<file path="src/hbe_pkg.sv">
/*
 * Constants for the half-bridge enable register bank: the serial frame
 * layout, the address decode fields, the reset values and the frame state
 * type.
 * Assumes one 25 MHz system clock. The serial pins are treated as
 * synchronous to that clock and are simply edge-detected.
 */
package hbe_pkg;

    ////////////////////////////////////////////////////////////////////////////
    // serial frame layout
    localparam int FRAME_BITS = 16;
    localparam int ADDR_BITS = 8;
    localparam logic [4:0] BITCNT_FRAME = 5'h10;
    localparam logic [4:0] BITCNT_ADDR_LAST = 5'h07;
    localparam logic [4:0] BITCNT_MAX = 5'h1F;
    localparam int OP_BIT = 7;
    localparam int CTRL_BIT = 0;
    localparam int FIELD_HI = 6;
    localparam int FIELD_LO = 2;

    ////////////////////////////////////////////////////////////////////////////
    // address fields in bits 6..2
    localparam logic [4:0] FLD_GRP_A = 5'h00;
    localparam logic [4:0] FLD_GRP_B = 5'h10;
    localparam logic [4:0] FLD_CONFIG = 5'h1F;
    localparam logic [4:0] FLD_STATUS = 5'h00;

    ////////////////////////////////////////////////////////////////////////////
    // reset values and status fields
    localparam logic [7:0] GRP_RST = 8'h00;
    localparam logic [7:0] CONFIG_RST = 8'h01;
    localparam logic [7:0] STATUS_RST = 8'h00;
    localparam logic [7:0] READ_NONE = 8'h00;
    localparam int STAT_FRAME_ERR_BIT = 7;

    ////////////////////////////////////////////////////////////////////////////
    // frame tracking states
    typedef enum logic [1:0] {
        ST_IDLE,
        ST_ADDR,
        ST_DATA
    } hbe_state_t;

endpackage

</file>
<file path="src/hbe_xguard.sv">
/*
 * Cross-current guard for one half-bridge: registers the two switch drives
 * from the stored enable bits.
 * Assumes the enable bits come straight from the host-written register.
 */
`timescale 1ns/1ps
module hbe_xguard import hbe_pkg::*; (
    // clock and reset
    input wire logic sys_clk,
    input wire logic arst_n,
    // stored enables
    input wire logic upperEnable,
    input wire logic lowerEnable,
    // switch drives
    output logic upperSwitchOn,
    output logic lowerSwitchOn
);

    logic upper_nxt;
    logic lower_nxt;
    logic upper_r;
    logic lower_r;
    logic bothSet;

    ////////////////////////////////////////////////////////////////////////////
    // both set means a shoot-through path, so the bridge is forced off
    always_comb begin
        bothSet = upperEnable && lowerEnable;
        upper_nxt = upperEnable && !bothSet;
        lower_nxt = lowerEnable && !bothSet;
    end

    // drives start off so nothing conducts before the host asks
    always_ff @(posedge sys_clk or negedge arst_n) begin
        if (!arst_n) begin
            upper_r <= 1'b0;
            lower_r <= 1'b0;
        end else begin
            upper_r <= upper_nxt;
            lower_r <= lower_nxt;
        end
    end

    assign upperSwitchOn = upper_r;
    assign lowerSwitchOn = lower_r;

    property p_noShootThrough;
        @(posedge sys_clk) disable iff (!arst_n) 1'b1 |-> !(upperSwitchOn && lowerSwitchOn);
    endproperty
    a_noShootThrough: assert property (p_noShootThrough) else $error("both switches of a bridge on");

    property p_singleEnableDrives;
        @(posedge sys_clk) disable iff (!arst_n)
            (upperEnable != lowerEnable) |=> (upperSwitchOn == $past(upperEnable)) && (lowerSwitchOn == $past(lowerEnable));
    endproperty
    a_singleEnableDrives: assert property (p_singleEnableDrives) else $error("single enable not driven");

endmodule // hbe_xguard

</file>
<file path="src/hbe_regs.sv">
/*
 * Serial-programmed enable register bank for eight half-bridges: 16-bit
 * frame slave, group A/B enable registers, configuration register, frame
 * status register and the per-bridge drive guards.
 * Assumes the host drives chip select low for a whole frame, sends bits
 * least significant first, changes data while the serial clock is low and
 * keeps the serial clock well below half the system clock.
 */
`timescale 1ns/1ps
module hbe_regs import hbe_pkg::*; #(
    parameter int BRIDGES = 8
) (
    // clock and reset
    input wire logic sys_clk,
    input wire logic arst_n,
    // serial link
    input wire logic spiCsN,
    input wire logic spiSck,
    input wire logic spiMosi,
    output logic spiMisoOut,
    output logic spiMisoOe,
    // switch drives, bridge 1 in bit 0
    output logic [BRIDGES-1:0] upperSwitchOn,
    output logic [BRIDGES-1:0] lowerSwitchOn,
    // configuration byte
    output logic [7:0] configCtrl
);

    hbe_state_t state_r, state_nxt;
    logic [4:0] bitCnt_r, bitCnt_nxt;
    logic [7:0] rxSh_r, rxSh_nxt;
    logic [7:0] addr_r, addr_nxt;
    logic [7:0] txSh_r, txSh_nxt;
    logic misoBit_r, misoBit_nxt;
    logic sckPrev_r;
    logic csPrev_r;
    logic [7:0] grpA_r, grpA_nxt;
    logic [7:0] grpB_r, grpB_nxt;
    logic [7:0] cfg_r, cfg_nxt;
    logic [7:0] stat_r, stat_nxt;
    logic sckRise;
    logic sckFall;
    logic frameStart;
    logic frameEnd;
    logic commit;
    logic frameErr;
    logic [7:0] addrNow;

    ////////////////////////////////////////////////////////////////////////////
    // read multiplexer; unmapped addresses answer zero
    function automatic logic [7:0] readReg(input logic [7:0] a, input logic [7:0] ga, input logic [7:0] gb,
                                           input logic [7:0] cf, input logic [7:0] st);
        logic [4:0] fld;
        fld = a[FIELD_HI:FIELD_LO];
        if (a[CTRL_BIT]) begin
            case (fld)
                FLD_GRP_A: readReg = ga;
                FLD_GRP_B: readReg = gb;
                FLD_CONFIG: readReg = cf;
                default: readReg = READ_NONE;
            endcase
        end else begin
            readReg = (fld == FLD_STATUS) ? st : READ_NONE;
        end
    endfunction

    ////////////////////////////////////////////////////////////////////////////
    // edge detection; pins are taken as synchronous, so no synchroniser
    assign sckRise = !spiCsN && spiSck && !sckPrev_r;
    assign sckFall = !spiCsN && !spiSck && sckPrev_r;
    assign frameStart = !spiCsN && csPrev_r;
    assign frameEnd = spiCsN && !csPrev_r;

    always_ff @(posedge sys_clk or negedge arst_n) begin
        if (!arst_n) begin
            sckPrev_r <= 1'b0;
            csPrev_r <= 1'b1;
        end else begin
            sckPrev_r <= spiSck;
            csPrev_r <= spiCsN;
        end
    end

    ////////////////////////////////////////////////////////////////////////////
    // frame shifter: address byte first, then data byte, lsb first
    always_comb begin
        state_nxt = state_r;
        bitCnt_nxt = bitCnt_r;
        rxSh_nxt = rxSh_r;
        addr_nxt = addr_r;
        txSh_nxt = txSh_r;
        misoBit_nxt = misoBit_r;
        commit = 1'b0;
        frameErr = 1'b0;
        addrNow = {spiMosi, rxSh_r[7:1]};
        case (state_r)
            ST_IDLE: begin
                if (frameStart) begin
                    // status goes out while the address comes in
                    state_nxt = ST_ADDR;
                    bitCnt_nxt = 5'h00;
                    misoBit_nxt = stat_r[0];
                    txSh_nxt = {1'b0, stat_r[7:1]};
                end
            end
            ST_ADDR, ST_DATA: begin
                if (frameEnd) begin
                    state_nxt = ST_IDLE;
                    // a short or long frame is dropped whole
                    commit = (state_r == ST_DATA) && (bitCnt_r == BITCNT_FRAME);
                    frameErr = !commit;
                end else if (sckRise) begin
                    rxSh_nxt = addrNow;
                    if (bitCnt_r != BITCNT_MAX) begin
                        bitCnt_nxt = bitCnt_r + 5'h01;
                    end
                    if (state_r == ST_ADDR && bitCnt_r == BITCNT_ADDR_LAST) begin
                        // data byte returns the register as it was before this frame
                        state_nxt = ST_DATA;
                        addr_nxt = addrNow;
                        txSh_nxt = readReg(addrNow, grpA_r, grpB_r, cfg_r, stat_r);
                    end
                end else if (sckFall) begin
                    misoBit_nxt = txSh_r[0];
                    txSh_nxt = {1'b0, txSh_r[7:1]};
                end
            end
            default: begin
                state_nxt = ST_IDLE;
            end
        endcase
    end

    always_ff @(posedge sys_clk or negedge arst_n) begin
        if (!arst_n) begin
            state_r <= ST_IDLE;
            bitCnt_r <= 5'h00;
            rxSh_r <= 8'h00;
            addr_r <= 8'h00;
            txSh_r <= 8'h00;
            misoBit_r <= 1'b0;
        end else begin
            state_r <= state_nxt;
            bitCnt_r <= bitCnt_nxt;
            rxSh_r <= rxSh_nxt;
            addr_r <= addr_nxt;
            txSh_r <= txSh_nxt;
            misoBit_r <= misoBit_nxt;
        end
    end

    // pin floats outside a frame so several devices can share it
    assign spiMisoOut = misoBit_r;
    assign spiMisoOe = !spiCsN;

    ////////////////////////////////////////////////////////////////////////////
    // register file: only a complete write frame may change a control bit
    always_comb begin
        grpA_nxt = grpA_r;
        grpB_nxt = grpB_r;
        cfg_nxt = cfg_r;
        stat_nxt = stat_r;
        if (commit && addr_r[OP_BIT]) begin
            if (addr_r[CTRL_BIT]) begin
                case (addr_r[FIELD_HI:FIELD_LO])
                    FLD_GRP_A: grpA_nxt = rxSh_r;
                    FLD_GRP_B: grpB_nxt = rxSh_r;
                    FLD_CONFIG: cfg_nxt = rxSh_r;
                    default: ;
                endcase
            end else if (addr_r[FIELD_HI:FIELD_LO] == FLD_STATUS) begin
                stat_nxt = STATUS_RST;
            end
        end
        // a new error in the clearing cycle is kept
        if (frameErr) begin
            stat_nxt[STAT_FRAME_ERR_BIT] = 1'b1;
        end
    end

    // one reset input covers both power-on and device reset
    always_ff @(posedge sys_clk or negedge arst_n) begin
        if (!arst_n) begin
            grpA_r <= GRP_RST;
            grpB_r <= GRP_RST;
            cfg_r <= CONFIG_RST;
            stat_r <= STATUS_RST;
        end else begin
            grpA_r <= grpA_nxt;
            grpB_r <= grpB_nxt;
            cfg_r <= cfg_nxt;
            stat_r <= stat_nxt;
        end
    end

    assign configCtrl = cfg_r;

    ////////////////////////////////////////////////////////////////////////////
    // one guard per bridge; even bit lower switch, odd bit upper switch
    logic [2*BRIDGES-1:0] enableBits;
    assign enableBits = {grpB_r, grpA_r};

    for (genvar i = 0; i < BRIDGES; i++) begin : g_bridge
        hbe_xguard u_guard (
            .sys_clk(sys_clk),
            .arst_n(arst_n),
            .upperEnable(enableBits[2*i+1]),
            .lowerEnable(enableBits[2*i]),
            .upperSwitchOn(upperSwitchOn[i]),
            .lowerSwitchOn(lowerSwitchOn[i])
        );
    end

    ////////////////////////////////////////////////////////////////////////////
    // checks
    property p_resetGroups;
        @(posedge sys_clk) $rose(arst_n) |-> (grpA_r == GRP_RST) && (grpB_r == GRP_RST);
    endproperty
    a_resetGroups: assert property (p_resetGroups) else $error("enable groups not zero after reset");

    property p_resetConfig;
        @(posedge sys_clk) $rose(arst_n) |-> (cfg_r == CONFIG_RST);
    endproperty
    a_resetConfig: assert property (p_resetConfig) else $error("config not 0x01 after reset");

    property p_noSpontaneousChange;
        @(posedge sys_clk) disable iff (!arst_n) !commit |=> $stable({grpA_r, grpB_r, cfg_r});
    endproperty
    a_noSpontaneousChange: assert property (p_noSpontaneousChange) else $error("control bits changed without write");

    property p_readLeaves;
        @(posedge sys_clk) disable iff (!arst_n) (commit && !addr_r[OP_BIT]) |=> $stable({grpA_r, grpB_r, cfg_r});
    endproperty
    a_readLeaves: assert property (p_readLeaves) else $error("read changed a register");

    property p_writeGroupA;
        @(posedge sys_clk) disable iff (!arst_n)
            (commit && addr_r[OP_BIT] && addr_r[CTRL_BIT] && addr_r[FIELD_HI:FIELD_LO] == FLD_GRP_A)
            |=> (grpA_r == $past(rxSh_r)) ##2 (lowerSwitchOn[0] == (grpA_r[0] && !grpA_r[1]));
    endproperty
    a_writeGroupA: assert property (p_writeGroupA) else $error("group A write or drive wrong");

    property p_writeGroupB;
        @(posedge sys_clk) disable iff (!arst_n)
            (commit && addr_r[OP_BIT] && addr_r[CTRL_BIT] && addr_r[FIELD_HI:FIELD_LO] == FLD_GRP_B)
            |=> (grpB_r == $past(rxSh_r)) && $stable(grpA_r);
    endproperty
    a_writeGroupB: assert property (p_writeGroupB) else $error("group B write wrong");

    property p_badFrameDropped;
        @(posedge sys_clk) disable iff (!arst_n)
            (frameEnd && state_r != ST_IDLE && !(state_r == ST_DATA && bitCnt_r == BITCNT_FRAME))
            |=> stat_r[STAT_FRAME_ERR_BIT] && $stable({grpA_r, grpB_r, cfg_r});
    endproperty
    a_badFrameDropped: assert property (p_badFrameDropped) else $error("bad frame not dropped");

    property p_statusClear;
        @(posedge sys_clk) disable iff (!arst_n)
            (commit && addr_r[OP_BIT] && !addr_r[CTRL_BIT] && addr_r[FIELD_HI:FIELD_LO] == FLD_STATUS)
            |=> (stat_r == STATUS_RST);
    endproperty
    a_statusClear: assert property (p_statusClear) else $error("status not cleared");

endmodule // hbe_regs

</file>
<file path="config.mk">
export PLATFORM = sky130hd
export DESIGN_NAME = hbe_regs
export DESIGN_NICKNAME = d
export VERILOG_FILES = /design/src/hbe_pkg.sv /design/src/hbe_xguard.sv /design/src/hbe_regs.sv
export SDC_FILE = /design/constraint.sdc
export NUM_CORES = 1
export LEC_CHECK = 0
export BUFFER_PORTS_ARGS = -buffer_cell sky130_fd_sc_hd__buf_2
export CAP_MARGIN = 20
export CORE_UTILIZATION = 58
export DETAILED_ROUTE_END_ITERATION = 6
export PLACE_DENSITY = 0.78
export RECOVER_POWER = 25
export SETUP_SLACK_MARGIN = 0.2
export SLEW_MARGIN = 20
export SYNTH_ARGS = -nofsm -noshare
export SYNTH_HDL_FRONTEND = slang
export SYNTH_SLANG_ARGS = --single-unit
</file>
<file path="constraint.sdc">
create_clock -name sys_clk -period 5.2 [get_ports sys_clk]
set_input_delay 0 -clock sys_clk [delete_from_list [all_inputs] [get_ports sys_clk]]
set_output_delay 0 -clock sys_clk [all_outputs]
set_load 0.01 [all_outputs]
</file>
Word level (Yosys, flattened, before mapping). Index checks and enable logic that the tools add are counted. Widths: inputs -> output; s select.

Add/sub/neg operators: 1. Eq/ne operators: 20. Reduce and logical (&&, ||, !) cells: 63. Mux-type cells: 32. Bitwise logic cells: 1.

Operators by type and width (count): $mux 8 (10); $logic_and 1x1->1 (33); $eq 5x5->1 const B (5); $pmux 8 s3 (1); $mux 5 (4); $reduce_and 3->1 (6); $pmux 8 s2 (1); $reduce_and 5->1 (3); $logic_not 1->1 (13); $ne 2x2->1 const B (6); $ne 3x3->1 const B (4); $logic_not 5->1 (2); $pmux 5 s2 (1); $mux 1 (9); $mux 2 (4); $reduce_bool 2->1 (3); $add 5x1->5 const B (1); $eq 5x3->1 const B (1); $ne 5x5->1 const B (1); $pmux 2 s2 (1); $reduce_and 4->1 (1); $eq 2x1->1 const B (1); $eq 2x2->1 const B (1); $logic_not 2->1 (1); other kinds (4) (4).

Word-level logic and storage cells: 145. Output and inout port bits: 26. Register bits after elaboration: 75.

Logic depth before layout (Yosys ltp).
Depth in word-level cells: 7. Depth in mapped cells: 8.

Modules after synthesis. Synthesis repeated with hierarchy kept, for this count alone.

Cell total of the unflattened synthesis: 260. Area, all modules: 3354.5 um^2.

By module, submodules not included: hbe_regs (area each 2834.0 um^2, cells each 228, instances 1); hbe_xguard (area each 65.1 um^2, cells each 4, instances 8).

Least setup slack after synthesis. OpenSTA, ideal clock, no wires.

Path type: register to register. From: register state_r[1]. To: register txSh_r[7]. Setup time: 0.125 ns. Path slack: 3.096 ns. Cell stages (with the launch flop): 8. Arrival: 1.979 ns. Path through: dfrtp_1 > inv_1 > ha_1 > or3b_4 > o311ai_4 > and3_1 > buf_6 > mux2_4.

Cells in the longest elaborated chain, start to end: 4. Elaborated cells on any way between the ends: 12. Classes of those cells: eq/ne (6); mux (1); reduce/logical (5).

RTL lines: start, declared (line hbe_regs.sv:29) `hbe_state_t state_r, state_nxt;`; start signal, assigned (line hbe_regs.sv:143) `state_r <= state_nxt;`; $eq 2x2->1 or $eq 2x1->1 (tied branches) (line hbe_regs.sv:96, hbe_regs.sv:117); $reduce_or 2->1 or $logic_and 1x1->1 (tied branches) (line hbe_regs.sv:96, hbe_regs.sv:117); $ne 3x3->1 (no line), or another cell as far along; $reduce_and 5->1 (no line); end signal, assigned (line hbe_regs.sv:147) `txSh_r <= txSh_nxt;`; end, declared (line hbe_regs.sv:33) `logic [7:0] txSh_r, txSh_nxt;`.

Several ways; a longest one is shown, not always the timed one. A chain may end at the register's enable or synchronous reset.

Worst setup path in the final report.
From: register state_r[1]. To: register txSh_r[3].

The elaborated chain is that of the path after synthesis.

==> out/results.ini <==
[floorplan]
io_pins=31
die_w_um=79.2
dieArea_um2=6280
initial_core_util_pct=61.3
die_y_um=79.2
core-area_um2=5640
placementRows=27

[yosys]
syn_avg_cell_area_um2=11.9
yosysWarnings=0
ys_seq_area_share_pct=53.6
synth_edf_count=0
synth_top_area_share_pct=52.1
synth.area.top_cells=dfrtp_1, mux2_2, buf_4, mux2i_1, nor2b_1
ys_ff_latch=74
yosysTopAreaCell=dfrtp_1
synth_nets=301
async_flop_share_pct=100
netlist_instances=290
synth_ff_type=dfrtp_1
yosysUniqueCellTypes=52
syn_area_um2=3460

[placement]
place_ws_ns=2.48
hpwl_um=4120
routabilityCongestion=0.816
io_buffers=30

[flow_run]
cap_violations=0

[critical_path]
worstPathMaxFanout=18
worstPathArrival_ns=3.01
required_ns=5.46
startpoint_type=flop
path_class=reg -> reg
crit_path_end_kind=flop

[timing]
worst_slew_pin_slew_ns=0.896
relSlewSlack_pct=40.2
final_max_slew_viol_count=0
tns_ns=0
setup_viol=0
period_share_pct=52.9
skew_ns=0.00543
fin_ws_ns=2.45
finalHoldViolCount=0
fin_crit_ns=2.75
fmax_mhz=364
rsz0062_at_grt=no

[clock_network]
numCtsBuffers=9
cts_tree=yes
post_cts_buffers=0
numClockSinks=74
clock_latency_ns=0.34
cts_buffer_depth=2
htreeDepth=3
path_clk_slew_ns=0.07
clock_tree.root_cell=clkbuf_8

[global_route]
grt_use_total_pct=22.1
grt_busiest_layer=met2
grt_use_met3_pct=4.48
met1_usage_pct=29.7
grt_max_degree=75
grt_pass1_vias=2132
grt_pass1_wl_um=10400
grt_antenna_before_repair=0
use_met2_pct=35.1
gr-total-overflow=0

[power_and_ir_drop]
peakVddDrop_mv=0.376
p_leak_nw=1.73
power_density_nw_per_um2=410

[routing]
via_per_inst=5.66
antenna_left=0
drt_wl_total_um=6260
dr.pass1.iters=4
wl_per_cell_um=16.3
drc_errors=0
vias=2173
first_iter_violations=109

[finish]
drive_above_1_share_pct=21.2
finalNetCount=319
post-route-util_pct=66.0
areaGrowthSynthToFinish_pct=7.56
antenna_cells=0

[outcome]
status=finished, final reports clean

[worst_hold_path]
hp-class=in -> async

==> cell usage after synthesis, types with 3 or more instances <==
cell type  instances
buf_2              5
nand2_1           18
a21oi_1            7
inv_1             12
o21ai_0            7
ha_1               6
a22oi_1            5
nor2_1             5
and3_1             3
dfrtp_1           72
clkbuf_1           5
nand3_1            5
o22ai_1            7
nand4_1            5
mux2i_1           11
buf_4             16
mux2_2            38
nor2b_1           16
a31oi_1            9
==> flip-flops by register name (all words and copies together), names as in the netlist, 2 cells and up <==
signal	count
addr_r	7
bitCnt_r	5
configCtrl	8
g_bridge.u_guard.lowerSwitchOn	8
g_bridge.u_guard.upperSwitchOn	8
grpA_r	8
grpB_r	8
rxSh_r	8
state_r	2
txSh_r	8
==> per-layer routing <==
metal | wire length, um | vias to the layer above | share of wire (%)
li1 | - | 1053 | -
met1 | 2950 | 1060 | 47
met2 | 3000 | 52 | 48
met3 | 223 | 8 | 3.6
met4 | 95 | 0 | 1.5
met5 | 0 | - | 0
==> cells in the final DEF, fill, tap and decap left out, drive strengths merged, types with 2 or more instances in the layout <==
master	count
a22oi	5
nor2	6
clkbuf	37
mux2	39
clkinv	3
nand2	18
inv	12
ha	6
nand2b	2
a31oi	9
dfstp	2
o21ai	8
o22ai	7
dlygate4sd3	4
nor2b	16
a21oi	7
or3b	2
dfrtp	72
o31ai	2
mux2i	11
nand3	5
and2	3
nand4	5
and3	3
buf	5
nor3	3
==> critical path: stages (launching register included) <==
cell	delay (ns)
dfrtp_1	0.38
inv_1	0.09
ha_1	0.65
nand4bb_1	0.53
nor2_1	0.61
o21ai_0	0.21
a31oi_1	0.20
==> power by group <==
group	switching (W)	total (W)	internal, W
registers	0.000103	0.000752	0.000649
clock network	0.000206	0.000425	0.000218
logic	0.000193	0.000349	0.000156
==> area by class of cell <==
cell class / instances / area [um2]
Fill cell: 464 / 1920
Sequential cell: 74 / 1850
Multi-Input combinational cell: 175 / 1380
Timing Repair Buffer: 36 / 171
Clock buffer: 10 / 128
Tap cell: 72 / 90.1
Clock inverter: 5 / 56.3
Inverter: 12 / 45.0
==> kinds of logic (layout without fill, tap and decap cells) <==
group | count (synthesis) | in the layout | synth area share (%)
AOI/OAI and AO/OA | 48 | 48 | 9.58
adders and majority gates | 6 | 6 | 2.17
buffers and inverters | 41 | 63 | 6.62
DFF | 74 | 74 | 53.6
muxes | 50 | 50 | 16.0
and+or+nand+nor | 71 | 71 | 12.0
==> worst paths after layout <==
kind | endpoint | cells past startpoint | slack (ns) | start
max | txSh_r[3]$_DFFE_PN0P_ | 6 | 2.45 | state_r[1]$_DFFE_PN0P_
min | g_bridge[0].u_guard.lowerSwitchOn$_DFF_PN0_ | 3 | 0.40 | arst_n
max reg2reg | txSh_r[3]$_DFFE_PN0P_ | 6 | 2.45 | state_r[1]$_DFFE_PN0P_
min reg2reg | g_bridge[4].u_guard.upperSwitchOn$_DFF_PN0_ | 1 | 0.47 | grpB_r[0]$_DFFE_PN0P_
max in group asynchronous | g_bridge[6].u_guard.lowerSwitchOn$_DFF_PN0_ | 3 | 4.22 | arst_n
min in group sys_clk | sckPrev_r$_DFF_PN0_ | 2 | 0.41 | spiSck
==> through the flow <==
| stage | std cells | total power [W] | area (um2) | hold slack [ns] |
|---|---|---|---|---|
| 5_1_grt | 384 | 0.00161 | 3720 | 0.396 |
| 3_3_place_gp | 365 | 0.00110 | 3530 | 0.175 |
| 6_report | 384 | 0.00153 | 3720 | 0.399 |
| 2_1_floorplan | 290 | 0.00103 | 3460 | -0.296 |
| 4_1_cts | 384 | 0.00154 | 3750 | 0.349 |
| 3_5_place_dp | 365 | 0.00111 | 3530 | 0.174 |
==> what timing repair did <==
item,CTS,global route
resized for setup,0,0
endpoints found under the setup margin,0,0
hold buffers,4,0
hold endpoints to repair,77,0
Note: power is estimated with default switching activity, not from simulation.
